--- src/uart_baud_pkg.sv ---
// constants, register map and types for the baud, auto-baud and flag block
package uart_baud_pkg;
  localparam int ADDR_W = 8;
  localparam int DIV_W = 20;
  localparam int DIV_LOW_W = 16;
  localparam int DIV_HIGH_W = 4;
  localparam int AB_CNT_W = DIV_W + 7;
  // register byte offsets
  localparam logic [ADDR_W-1:0] OFF_CTRL = 8'h00;
  localparam logic [ADDR_W-1:0] OFF_DIV_LOW = 8'h04;
  localparam logic [ADDR_W-1:0] OFF_DIV_HIGH = 8'h08;
  localparam logic [ADDR_W-1:0] OFF_STATUS = 8'h0C;
  localparam logic [ADDR_W-1:0] OFF_SC_IRQ = 8'h10;
  localparam logic [ADDR_W-1:0] OFF_EV_IRQ = 8'h14;
  // control register fields
  localparam int CTRL_MODULE_EN = 15;
  localparam int CTRL_WAKE_EN = 12;
  localparam int CTRL_SRC_SEL_LO = 9;
  localparam int CTRL_FRAC_SEL = 7;
  localparam int CTRL_AUTOBAUD_EN = 6;
  localparam int CTRL_TX_RPT_LO = 4;
  localparam int CTRL_HS_PRESCALER = 3;
  // status register fields
  localparam int ST_OVF_IRQ_EN = 13;
  localparam int ST_OVF_FLAG = 5;
  localparam int ST_BREAK_FLAG = 2;
  // smart card interrupt register fields
  localparam int SC_RX_RPT_FLAG = 13;
  localparam int SC_TX_RPT_FLAG = 12;
  localparam int SC_BLOCK_FLAG = 10;
  localparam int SC_WAIT_FLAG = 9;
  localparam int SC_GUARD_FLAG = 8;
  localparam int SC_RX_RPT_EN = 5;
  localparam int SC_TX_RPT_EN = 4;
  localparam int SC_BLOCK_EN = 2;
  localparam int SC_WAIT_EN = 1;
  localparam int SC_GUARD_EN = 0;
  // event interrupt register fields
  localparam int EV_WAKE_FLAG = 7;
  localparam int EV_AB_DONE_FLAG = 6;
  localparam int EV_AB_DONE_EN = 2;
  // reset values and counts
  localparam logic [15:0] REG_RESET = 16'h0000;
  localparam logic [DIV_W-1:0] DIV_RESET = 20'h00000;
  localparam logic [2:0] RX_RPT_RECEPTIONS = 3'h5;
  localparam logic [2:0] AB_FALL_EDGES = 3'h5;
  localparam logic [3:0] PRESCALE_LEGACY_LAST = 4'hF;
  localparam logic [3:0] PRESCALE_HIGH_LAST = 4'h3;
  localparam int AB_SHIFT_LEGACY = 7;
  localparam int AB_SHIFT_HIGH = 5;
  localparam int AB_SHIFT_FRAC = 3;
  localparam logic [1:0] RESP_OKAY = 2'h0;
  localparam logic [1:0] RESP_SLVERR = 2'h2;

  typedef struct packed {
    logic rxCharDone;
    logic rxParityErr;
    logic txCharDone;
    logic txLineErr;
    logic blockTimeZero;
    logic waitTimeZero;
    logic guardTimeZero;
  } sc_events_t;

  typedef enum logic [1:0] {
    AB_IDLE = 2'h0,
    AB_START = 2'h1,
    AB_MEAS = 2'h3,
    AB_OVF = 2'h2
  } ab_state_t;
endpackage

--- src/uart_baud_autobaud_irq.sv ---
// baud generator, auto-baud measurement and interrupt flags behind an AXI4-Lite slave
// Notes on behaviour
// - fifth reception with parity error sets rx repeat
// - error after last allowed retransmit sets tx repeat
// - block time flag sets at zero only
// - waiting time flag sets at zero
// - guard time flag sets at zero
// - smart card irq needs flag and enable
// - rx falling edge sets sticky wake flag
// - final sync falling edge sets done flag
// - done flag interrupts only when enabled
// - two-bit field picks one of four sources
// - source and prescaler change only while disabled
// - legacy rate divides by 16 or 4 times
// - upper four divisor bits in high register
// - fractional rate divides by divisor, ignores prescaler
// - auto-baud times sync falling edges, loads divisor
// - completion clears auto-baud enable, sets done
// - rollover before fifth edge sets overflow flag
// - wake with auto-baud skips break, no break flag
module uart_baud_autobaud_irq (
  input wire logic clk,
  input wire logic rst,
  input wire logic [7:0] awaddr,
  input wire logic awvalid,
  output logic awready,
  input wire logic [31:0] wdata,
  input wire logic [3:0] wstrb,
  input wire logic wvalid,
  output logic wready,
  output logic [1:0] bresp,
  output logic bvalid,
  input wire logic bready,
  input wire logic [7:0] araddr,
  input wire logic arvalid,
  output logic arready,
  output logic [31:0] rdata,
  output logic [1:0] rresp,
  output logic rvalid,
  input wire logic rready,
  input wire logic rxLine,
  input wire logic [3:0] clkSrcTick,
  input wire uart_baud_pkg::sc_events_t scEvents,
  input wire logic breakDetect,
  output logic baudTick,
  output logic smartCardIrq,
  output logic eventIrq
);

  function automatic logic [15:0] mergeStrb(logic [15:0] old, logic [31:0] d, logic [3:0] s);
    logic [15:0] r;
    r = old;
    if (s[0]) begin
      r[7:0] = d[7:0];
    end
    if (s[1]) begin
      r[15:8] = d[15:8];
    end
    return r;
  endfunction

  function automatic logic isMapped(logic [7:0] a);
    return a == uart_baud_pkg::OFF_CTRL || a == uart_baud_pkg::OFF_DIV_LOW ||
           a == uart_baud_pkg::OFF_DIV_HIGH || a == uart_baud_pkg::OFF_STATUS ||
           a == uart_baud_pkg::OFF_SC_IRQ || a == uart_baud_pkg::OFF_EV_IRQ;
  endfunction

  // bus handshake state
  logic awHeld_q, awHeld_d, wHeld_q, wHeld_d;
  logic [7:0] awAddr_q, awAddr_d;
  logic [31:0] wData_q, wData_d;
  logic [3:0] wStrb_q, wStrb_d;
  logic bValid_q, bValid_d, rValid_q, rValid_d;
  logic [1:0] bResp_q, bResp_d, rResp_q, rResp_d;
  logic [31:0] rData_q, rData_d;
  logic wrFire;
  logic [15:0] regView [6];

  localparam int DIV_W_LOC = uart_baud_pkg::DIV_W;

  // core state
  logic moduleEn_q, moduleEn_d, wakeEn_q, wakeEn_d, fracSel_q, fracSel_d;
  logic hsPre_q, hsPre_d, abEn_q, abEn_d;
  logic [1:0] srcSel_q, srcSel_d, txRptCount_q, txRptCount_d;
  logic [DIV_W_LOC-1:0] divisor_q, divisor_d;
  logic ovfIrqEn_q, ovfIrqEn_d, ovfFlag_q, ovfFlag_d, breakFlag_q, breakFlag_d;
  logic [4:0] scFlag_q, scFlag_d, scEn_q, scEn_d;
  logic wakeFlag_q, wakeFlag_d, abDoneFlag_q, abDoneFlag_d, abDoneEn_q, abDoneEn_d;
  logic [DIV_W_LOC-1:0] divCnt_q, divCnt_d;
  logic [3:0] preCnt_q, preCnt_d;
  logic baudTick_q, baudTick_d;
  uart_baud_pkg::ab_state_t abState_q, abState_d;
  logic [uart_baud_pkg::AB_CNT_W-1:0] abCnt_q, abCnt_d;
  logic [2:0] abEdges_q, abEdges_d, rxRptCnt_q, rxRptCnt_d, txErrCnt_q, txErrCnt_d;
  logic rxPrev_q, rxPrev_d;

  assign awready = !awHeld_q;
  assign wready = !wHeld_q;
  assign arready = !rValid_q;
  assign bvalid = bValid_q;
  assign bresp = bResp_q;
  assign rvalid = rValid_q;
  assign rresp = rResp_q;
  assign rdata = rData_q;
  assign baudTick = baudTick_q;
  // both halves of a write must be in before it lands; one response outstanding at most
  assign wrFire = awHeld_q && wHeld_q && !bValid_q;

  always_comb begin
    regView[0] = '0;
    regView[0][uart_baud_pkg::CTRL_MODULE_EN] = moduleEn_q;
    regView[0][uart_baud_pkg::CTRL_WAKE_EN] = wakeEn_q;
    regView[0][uart_baud_pkg::CTRL_SRC_SEL_LO +: 2] = srcSel_q;
    regView[0][uart_baud_pkg::CTRL_FRAC_SEL] = fracSel_q;
    regView[0][uart_baud_pkg::CTRL_AUTOBAUD_EN] = abEn_q;
    regView[0][uart_baud_pkg::CTRL_TX_RPT_LO +: 2] = txRptCount_q;
    regView[0][uart_baud_pkg::CTRL_HS_PRESCALER] = hsPre_q;
    regView[1] = divisor_q[15:0];
    regView[2] = {12'h000, divisor_q[DIV_W_LOC-1:16]};
    regView[3] = '0;
    regView[3][uart_baud_pkg::ST_OVF_IRQ_EN] = ovfIrqEn_q;
    regView[3][uart_baud_pkg::ST_OVF_FLAG] = ovfFlag_q;
    regView[3][uart_baud_pkg::ST_BREAK_FLAG] = breakFlag_q;
    regView[4] = {2'h0, scFlag_q[4:3], 1'h0, scFlag_q[2:0], 2'h0, scEn_q[4:3], 1'h0, scEn_q[2:0]};
    regView[5] = '0;
    regView[5][uart_baud_pkg::EV_WAKE_FLAG] = wakeFlag_q;
    regView[5][uart_baud_pkg::EV_AB_DONE_FLAG] = abDoneFlag_q;
    regView[5][uart_baud_pkg::EV_AB_DONE_EN] = abDoneEn_q;
  end

  always_comb begin
    awHeld_d = awHeld_q;
    awAddr_d = awAddr_q;
    wHeld_d = wHeld_q;
    wData_d = wData_q;
    wStrb_d = wStrb_q;
    bValid_d = bValid_q;
    bResp_d = bResp_q;
    rValid_d = rValid_q;
    rResp_d = rResp_q;
    rData_d = rData_q;
    if (awvalid && !awHeld_q) begin
      awHeld_d = 1'b1;
      awAddr_d = awaddr;
    end
    if (wvalid && !wHeld_q) begin
      wHeld_d = 1'b1;
      wData_d = wdata;
      wStrb_d = wstrb;
    end
    if (wrFire) begin
      awHeld_d = 1'b0;
      wHeld_d = 1'b0;
      bValid_d = 1'b1;
      bResp_d = isMapped(awAddr_q) ? uart_baud_pkg::RESP_OKAY : uart_baud_pkg::RESP_SLVERR;
    end else if (bValid_q && bready) begin
      bValid_d = 1'b0;
    end
    if (arvalid && !rValid_q) begin
      rValid_d = 1'b1;
      rResp_d = isMapped(araddr) ? uart_baud_pkg::RESP_OKAY : uart_baud_pkg::RESP_SLVERR;
      rData_d = isMapped(araddr) ? {16'h0000, regView[araddr[4:2]]} : 32'h00000000;
    end else if (rValid_q && rready) begin
      rValid_d = 1'b0;
    end
  end

  always_ff @(posedge clk or posedge rst) begin
    if (rst) begin
      awHeld_q <= 1'b0;
      awAddr_q <= 8'h00;
      wHeld_q <= 1'b0;
      wData_q <= 32'h00000000;
      wStrb_q <= 4'h0;
      bValid_q <= 1'b0;
      bResp_q <= 2'h0;
      rValid_q <= 1'b0;
      rResp_q <= 2'h0;
      rData_q <= 32'h00000000;
    end else begin
      awHeld_q <= awHeld_d;
      awAddr_q <= awAddr_d;
      wHeld_q <= wHeld_d;
      wData_q <= wData_d;
      wStrb_q <= wStrb_d;
      bValid_q <= bValid_d;
      bResp_q <= bResp_d;
      rValid_q <= rValid_d;
      rResp_q <= rResp_d;
      rData_q <= rData_d;
    end
  end

  logic srcTick, rxFall, abFinish, abRoll;
  logic [15:0] wv;
  logic [4:0] scSet, scClr;
  logic [uart_baud_pkg::AB_CNT_W-1:0] abQuot;
  logic [DIV_W_LOC-1:0] divLimit;

  always_comb begin
    wv = '0;
    scSet = '0;
    scClr = '0;
    abQuot = '0;
    divLimit = '0;
    moduleEn_d = moduleEn_q;
    wakeEn_d = wakeEn_q;
    srcSel_d = srcSel_q;
    fracSel_d = fracSel_q;
    abEn_d = abEn_q;
    txRptCount_d = txRptCount_q;
    hsPre_d = hsPre_q;
    divisor_d = divisor_q;
    ovfIrqEn_d = ovfIrqEn_q;
    ovfFlag_d = ovfFlag_q;
    breakFlag_d = breakFlag_q;
    scFlag_d = scFlag_q;
    scEn_d = scEn_q;
    wakeFlag_d = wakeFlag_q;
    abDoneFlag_d = abDoneFlag_q;
    abDoneEn_d = abDoneEn_q;
    divCnt_d = divCnt_q;
    preCnt_d = preCnt_q;
    baudTick_d = 1'b0;
    abState_d = abState_q;
    abCnt_d = abCnt_q;
    abEdges_d = abEdges_q;
    rxRptCnt_d = rxRptCnt_q;
    txErrCnt_d = txErrCnt_q;
    rxPrev_d = rxLine;
    srcTick = clkSrcTick[srcSel_q];
    rxFall = rxPrev_q && !rxLine;
    abFinish = 1'b0;
    abRoll = 1'b0;

    // software writes; flags take a zero as a clear, a one is ignored
    if (wrFire) begin
      wv = mergeStrb(regView[awAddr_q[4:2]], wData_q, wStrb_q);
      unique case (awAddr_q)
        uart_baud_pkg::OFF_CTRL: begin
          moduleEn_d = wv[uart_baud_pkg::CTRL_MODULE_EN];
          wakeEn_d = wv[uart_baud_pkg::CTRL_WAKE_EN];
          abEn_d = wv[uart_baud_pkg::CTRL_AUTOBAUD_EN];
          txRptCount_d = wv[uart_baud_pkg::CTRL_TX_RPT_LO +: 2];
          // clocking fields are frozen while running to avoid a glitched bit clock
          if (!moduleEn_q) begin
            srcSel_d = wv[uart_baud_pkg::CTRL_SRC_SEL_LO +: 2];
            fracSel_d = wv[uart_baud_pkg::CTRL_FRAC_SEL];
            hsPre_d = wv[uart_baud_pkg::CTRL_HS_PRESCALER];
          end
        end
        uart_baud_pkg::OFF_DIV_LOW: divisor_d[15:0] = wv;
        uart_baud_pkg::OFF_DIV_HIGH: divisor_d[DIV_W_LOC-1:16] = wv[3:0];
        uart_baud_pkg::OFF_STATUS: begin
          ovfIrqEn_d = wv[uart_baud_pkg::ST_OVF_IRQ_EN];
          // overflow stays up while auto-baud is still enabled
          if (!abEn_q && !wv[uart_baud_pkg::ST_OVF_FLAG]) begin
            ovfFlag_d = 1'b0;
          end
          if (!wv[uart_baud_pkg::ST_BREAK_FLAG]) begin
            breakFlag_d = 1'b0;
          end
        end
        uart_baud_pkg::OFF_SC_IRQ: begin
          scEn_d = {wv[5:4], wv[2:0]};
          scClr = ~{wv[13:12], wv[10:8]};
        end
        uart_baud_pkg::OFF_EV_IRQ: begin
          abDoneEn_d = wv[uart_baud_pkg::EV_AB_DONE_EN];
          if (!wv[uart_baud_pkg::EV_WAKE_FLAG]) begin
            wakeFlag_d = 1'b0;
          end
          if (!wv[uart_baud_pkg::EV_AB_DONE_FLAG]) begin
            abDoneFlag_d = 1'b0;
          end
        end
        default: ;
      endcase
    end

    if (!moduleEn_q) begin
      // a disabled module holds its counters in reset
      divCnt_d = '0;
      preCnt_d = '0;
      abState_d = uart_baud_pkg::AB_IDLE;
      abCnt_d = '0;
      abEdges_d = '0;
      rxRptCnt_d = '0;
      txErrCnt_d = '0;
    end else begin
      // bit clock generation
      if (fracSel_q) begin
        divLimit = (divisor_q == '0) ? '0 : divisor_q - 1'b1;
        if (srcTick) begin
          if (divCnt_q >= divLimit) begin
            divCnt_d = '0;
            baudTick_d = 1'b1;
          end else begin
            divCnt_d = divCnt_q + 1'b1;
          end
        end
      end else if (srcTick) begin
        if (divCnt_q >= divisor_q) begin
          divCnt_d = '0;
          if (preCnt_q >= (hsPre_q ? uart_baud_pkg::PRESCALE_HIGH_LAST
                                   : uart_baud_pkg::PRESCALE_LEGACY_LAST)) begin
            preCnt_d = '0;
            baudTick_d = 1'b1;
          end else begin
            preCnt_d = preCnt_q + 1'b1;
          end
        end else begin
          divCnt_d = divCnt_q + 1'b1;
        end
      end

      // auto-baud measurement of the sync character
      unique case (abState_q)
        uart_baud_pkg::AB_IDLE: begin
          // a break still on the line is skipped before arming
          if (abEn_q && rxLine) begin
            abState_d = uart_baud_pkg::AB_START;
          end
        end
        uart_baud_pkg::AB_START: begin
          if (!abEn_q) begin
            abState_d = uart_baud_pkg::AB_IDLE;
          end else if (rxFall) begin
            abState_d = uart_baud_pkg::AB_MEAS;
            abCnt_d = '0;
            abEdges_d = 3'h1;
          end
        end
        uart_baud_pkg::AB_MEAS: begin
          abRoll = srcTick && (&abCnt_q);
          if (!abEn_q) begin
            abState_d = uart_baud_pkg::AB_IDLE;
          end else if (wakeEn_q && breakDetect) begin
            // the edge that started this run was a break, not the sync; re-arm
            abState_d = uart_baud_pkg::AB_START;
          end else if (rxFall && abEdges_q == uart_baud_pkg::AB_FALL_EDGES - 3'h1) begin
            abFinish = 1'b1;
            abState_d = uart_baud_pkg::AB_IDLE;
          end else if (abRoll) begin
            abState_d = uart_baud_pkg::AB_OVF;
          end else begin
            if (srcTick) begin
              abCnt_d = abCnt_q + 1'b1;
            end
            if (rxFall) begin
              abEdges_d = abEdges_q + 3'h1;
            end
          end
        end
        uart_baud_pkg::AB_OVF: begin
          if (!abEn_q) begin
            abState_d = uart_baud_pkg::AB_IDLE;
          end
        end
        default: abState_d = uart_baud_pkg::AB_IDLE;
      endcase

      if (abFinish) begin
        // four bit pairs span eight bit times between the first and fifth falling edges
        if (fracSel_q) begin
          abQuot = abCnt_q >> uart_baud_pkg::AB_SHIFT_FRAC;
          divisor_d = abQuot[DIV_W_LOC-1:0];
        end else begin
          abQuot = abCnt_q >> (hsPre_q ? uart_baud_pkg::AB_SHIFT_HIGH
                                       : uart_baud_pkg::AB_SHIFT_LEGACY);
          divisor_d = (abQuot == '0) ? '0 : abQuot[DIV_W_LOC-1:0] - 1'b1;
        end
        abEn_d = 1'b0;
      end

      // consecutive repeats of one character
      if (scEvents.rxCharDone) begin
        if (!scEvents.rxParityErr) begin
          rxRptCnt_d = '0;
        end else if (rxRptCnt_q == uart_baud_pkg::RX_RPT_RECEPTIONS - 3'h1) begin
          rxRptCnt_d = '0;
          scSet[4] = 1'b1;
        end else begin
          rxRptCnt_d = rxRptCnt_q + 3'h1;
        end
      end
      if (scEvents.txCharDone) begin
        if (!scEvents.txLineErr) begin
          txErrCnt_d = '0;
        end else if (txErrCnt_q == {1'b0, txRptCount_q} + 3'h1) begin
          // original send plus count+1 retransmits all failed
          txErrCnt_d = '0;
          scSet[3] = 1'b1;
        end else begin
          txErrCnt_d = txErrCnt_q + 3'h1;
        end
      end
      scSet[2] = scEvents.blockTimeZero;
      scSet[1] = scEvents.waitTimeZero;
      scSet[0] = scEvents.guardTimeZero;
    end

    // hardware sets come last so they win over a clear in the same cycle
    scFlag_d = (scFlag_q & ~scClr) | scSet;
    if (abFinish) begin
      abDoneFlag_d = 1'b1;
    end
    if (abRoll && moduleEn_q && abEn_q) begin
      ovfFlag_d = 1'b1;
    end
    if (wakeEn_q && rxFall) begin
      wakeFlag_d = 1'b1;
    end
    if (breakDetect && !(wakeEn_q && abEn_q)) begin
      breakFlag_d = 1'b1;
    end
  end

  always_ff @(posedge clk or posedge rst) begin
    if (rst) begin
      moduleEn_q <= 1'b0;
      wakeEn_q <= 1'b0;
      srcSel_q <= 2'h0;
      fracSel_q <= 1'b0;
      abEn_q <= 1'b0;
      txRptCount_q <= 2'h0;
      hsPre_q <= 1'b0;
      divisor_q <= uart_baud_pkg::DIV_RESET;
      ovfIrqEn_q <= 1'b0;
      ovfFlag_q <= 1'b0;
      breakFlag_q <= 1'b0;
      scFlag_q <= 5'h00;
      scEn_q <= 5'h00;
      wakeFlag_q <= 1'b0;
      abDoneFlag_q <= 1'b0;
      abDoneEn_q <= 1'b0;
      divCnt_q <= uart_baud_pkg::DIV_RESET;
      preCnt_q <= 4'h0;
      baudTick_q <= 1'b0;
      abState_q <= uart_baud_pkg::AB_IDLE;
      abCnt_q <= '0;
      abEdges_q <= 3'h0;
      rxRptCnt_q <= 3'h0;
      txErrCnt_q <= 3'h0;
      rxPrev_q <= 1'b1;
    end else begin
      moduleEn_q <= moduleEn_d;
      wakeEn_q <= wakeEn_d;
      srcSel_q <= srcSel_d;
      fracSel_q <= fracSel_d;
      abEn_q <= abEn_d;
      txRptCount_q <= txRptCount_d;
      hsPre_q <= hsPre_d;
      divisor_q <= divisor_d;
      ovfIrqEn_q <= ovfIrqEn_d;
      ovfFlag_q <= ovfFlag_d;
      breakFlag_q <= breakFlag_d;
      scFlag_q <= scFlag_d;
      scEn_q <= scEn_d;
      wakeFlag_q <= wakeFlag_d;
      abDoneFlag_q <= abDoneFlag_d;
      abDoneEn_q <= abDoneEn_d;
      divCnt_q <= divCnt_d;
      preCnt_q <= preCnt_d;
      baudTick_q <= baudTick_d;
      abState_q <= abState_d;
      abCnt_q <= abCnt_d;
      abEdges_q <= abEdges_d;
      rxRptCnt_q <= rxRptCnt_d;
      txErrCnt_q <= txErrCnt_d;
      rxPrev_q <= rxPrev_d;
    end
  end

  assign smartCardIrq = |(scFlag_q & scEn_q);
  assign eventIrq = wakeFlag_q || (abDoneFlag_q && abDoneEn_q) || (ovfFlag_q && ovfIrqEn_q);

endmodule // uart_baud_autobaud_irq

--- config.mk ---
export PLATFORM = sky130hd
export DESIGN_NAME = uart_baud_autobaud_irq
export DESIGN_NICKNAME = d
export VERILOG_FILES = /design/src/uart_baud_pkg.sv /design/src/uart_baud_autobaud_irq.sv
export SDC_FILE = /design/constraint.sdc
export NUM_CORES = 1
export LEC_CHECK = 0
export ABC_AREA = 1
export ABC_CLOCK_PERIOD_IN_PS = 10700
export BUFFER_PORTS_ARGS = -buffer_cell sky130_fd_sc_hd__buf_2
export CORE_ASPECT_RATIO = 1.5
export CORE_MARGIN = 2
export CORE_UTILIZATION = 41
export CTS_CLUSTER_SIZE = 8
export DETAILED_ROUTE_END_ITERATION = 7
export PLACE_DENSITY = 0.6
export SLEW_MARGIN = 20
export SYNTH_ARGS = -nofsm -noshare
export SYNTH_HDL_FRONTEND = slang
export SYNTH_SLANG_ARGS = --single-unit
--- constraint.sdc ---
create_clock -name clk -period 10.7 [get_ports clk]
set_input_delay 0 -clock clk [delete_from_list [all_inputs] [get_ports clk]]
set_output_delay 0 -clock clk [all_outputs]
set_load 0.02 [all_outputs]
==> flow_summary.ini <==
[run_status]
status = finished, final reports clean

[hold_path]
min_from = araddr[3]
hp-class = in2reg

[grt]
antenna_found_initial = 0
grt-ovfl-total = 0
grt_pass1_wl_microns = 58200
track_usage_pct = 25.5
grt_max_degree = 92
grt_pass1_vias = 10900

[timing]
maxSlewViolCount = 0
rsz0062_at_grt = false
fin_hold_ws_ns = 0.0588
hold_viol = 0
worst_pin_slew_ns = 1.06
finalSetupTns_ns = 0
skew_ns = 0.0120
fmax_mhz = 222
final.min_clock_period_ns = 4.51
slew_headroom_pct = 29.5
setup_viol = 0
timing.final.crit_share_pct = 42.1

[cts]
cts-buffers-inserted = 17
cts-root-buf = clkbuf_16
clkTransAtPathRegs_ns = 0.07
clk_path_buf_depth = 2
cts_max_level = 4
cts_tree = done
cts_resized = 0
clk_latency_ns = 0.46
cts.sinks = 157

[logic_synthesis]
synth_edf_count = 0
synth_top_area_share_pct = 33.9
syn_area_sq_um = 11500
async_flop_share_pct = 100
syn-instance-count = 1642
synth-seq-cells = 157
yosys-top-cells-count = nand2_1 (456), inv_1 (186), nor2_1 (157)
synth_area_leaders = dfrtp_1 (34%), nand2_1 (15%), inv_1 (6.1%)
yosysSeqAreaShare_pct = 34.2
synth_area_per_cell_sq_um = 7.00
ys.flop_type = dfrtp_1
yosys_warnings = 0
synth.most_common_cell = nand2_1
yosys.area.top_type = dfrtp_1
synth_cell_types = 56

[detailed_routing]
first_iter_violations = 689
drtAntennaViolNets = 0
drt_first_pass_iters = 5
vias_per_cell = 5.37
vias = 11300
wl_per_cell_microns = 17.6
drc_errors = 0
wirelength_microns = 36900

[setup_path]
path_class = reg2reg
cp-start-kind = register
critPathSlowestCell = nand4_1
cp.required_ns = 11.07
cpMostUsedCell = nand2_1
cp-startpoint = divisor_q[1]$_DFF_PP0_
path_cells = inv_1 > ha_1 > inv_1 > nor3_4 > nand3_1 > inv_1 > nand4_1 > nand3_1 > ha_1 > a21o_1 > o21ai_0 > nand2_1 > nor2_1 > nand2_1 > nand2_1 > nand2_1 > o21ai_0
arrival_ns = 4.87
cp_top_family = simple AND/OR/NAND/NOR gates
timing.rr.start = divisor_q[1]$_DFF_PP0_
slowest_delay_ns = 0.62
critPathMaxFanout = 20
crit_buf_inv = 3
crit_path_end_kind = register

[final_layout]
seqCellArea_sq_um = 3930
layout-drive-gt1-share_pct = 10.8
n_fill_cell = 2875
multi_input_comb_area_sq_um = 6470
layout.nets = 1865
n_antenna_cell = 0
syn_to_final_growth_pct = 13.4
design_area_sq_um = 13000

[place]
port_buffers = 79
place.gp.congestion = 0.981
place_hpwl_microns = 27700
place_area_sq_um = 12000

[die]
num_rows = 75
die_w_microns = 141
core_sq_um = 27800
start_util_pct = 41.4
die_h_microns = 209
boundaryPins = 116
dieArea_sq_um = 29400

[job]
cap_violations = 0

[power]
p_leak_nw = 6.51
power_w = 0.00192
power.density_nw_per_um2 = 147
vdd_drop_max_mv = 0.120
## flip-flops by register name (all words and copies together) (netlist names), 2 cells and up
name	flops
abCnt_q	27
divCnt_q	20
divisor_q	20
rdata	16
wData_q	16
awAddr_q	8
scEn_q	5
scFlag_q	5
preCnt_q	4
abEdges_q	3
rxRptCnt_q	3
txErrCnt_q	3
abState_q	2
srcSel_q	2
txRptCount_q	2
wStrb_q	2
## worst min-delay path, stage by stage
cell and delay (ns):
buf_2 0.13, nor2_1 0.12, a21oi_1 0.14, o31ai_1 0.08
## per-layer routing
layer,routed length [microns],global-route usage (%),vias up
met3,1470,3.30,83
met2,18700,45.4,299
met5,0,0,-
li1,-,-,5590
met1,14900,30.1,5298
met4,1780,12.3,0
## worst paths after layout
kind,cells past startpoint,endpoint,slack [ns]
worst max-delay path,17,divCnt_q[0]$_DFFE_PP0P_,6.19
worst min-delay path,4,rdata[7]$_DFFE_PP0P_,0.06
worst max register to register,17,divCnt_q[0]$_DFFE_PP0P_,6.19
worst min register to register,2,rdata[10]$_DFFE_PP0P_,0.48
max in group asynchronous,4,hsPre_q$_DFFE_PP0P_,8.91
min in group asynchronous,3,awAddr_q[5]$_DFFE_PP0P_,0.27
## timing repair
item,in CTS,in global routing
hold endpoints to repair,134,0
setup buffers,0,0
endpoints found under the setup margin,0,0
hold buffers,45,0
## logic make-up after synthesis
group / Yosys count / synth area share (%)
adders and majority gates: 53 / 5.77
and+or+nand+nor: 818 / 30.7
AOI/OAI and AO/OA: 289 / 14.4
DFF: 157 / 34.2
muxes: 23 / 2.24
xor gates and xnor gates: 34 / 2.59
buffers and inverters: 267 / 10.1
other: 1 / 0.0326
## cell type report
type,instances,area share [%]
well taps,346,3.32
repair buffers,129,6.77
clock inverters,12,0.969
clock buffers,20,3.42
inverters,200,5.79
flip-flops and latches,157,30.1
multi-input cells,1235,49.6
## placed cells by master, fill, tap and decap left out, types with 4 or more instances in the layout
cell type,n
inv_1,185
a21oi_1,85
o22ai_1,12
a32o_1,5
xor2_1,27
buf_4,5
nor3b_1,4
buf_2,79
o21ai_0,96
nor2_1,157
o21ai_1,33
clkbuf_16,17
ha_1,53
nor2_2,6
nor3_2,4
o221ai_1,5
o21ai_2,12
nor3_1,27
clkinv_1,5
nand3_1,86
o31ai_1,8
inv_6,6
nand2_1,456
dfrtp_1,155
dlygate4sd3_1,45
o211ai_1,6
nand4_1,54
clkinvlp_4,4
xnor2_1,7
inv_2,9
a211oi_1,8
or2_2,6
mux2_2,22
a21o_1,6
conb_1,18
## power breakdown
group / internal [W] / leakage, nW / switching, W
Sequential: 0.000673 / 2.02 / 0.0000838
Clock: 0.000333 / 0.269 / 0.000283
Combinational: 0.000174 / 4.22 / 0.000375
## per-stage QoR
step / setup slack (ns) / util [%] / std cells
3_3_place_gp: 6.26 / 43.3 / 2022
4_1_cts: 6.14 / 47.0 / 2099
2_1_floorplan: 6.47 / - / 1659
5_1_grt: 5.75 / 47.0 / 2099
6_report: 6.19 / 47.0 / 2099
3_5_place_dp: 6.20 / 43.3 / 2022
(Power assumes the default switching activity.)
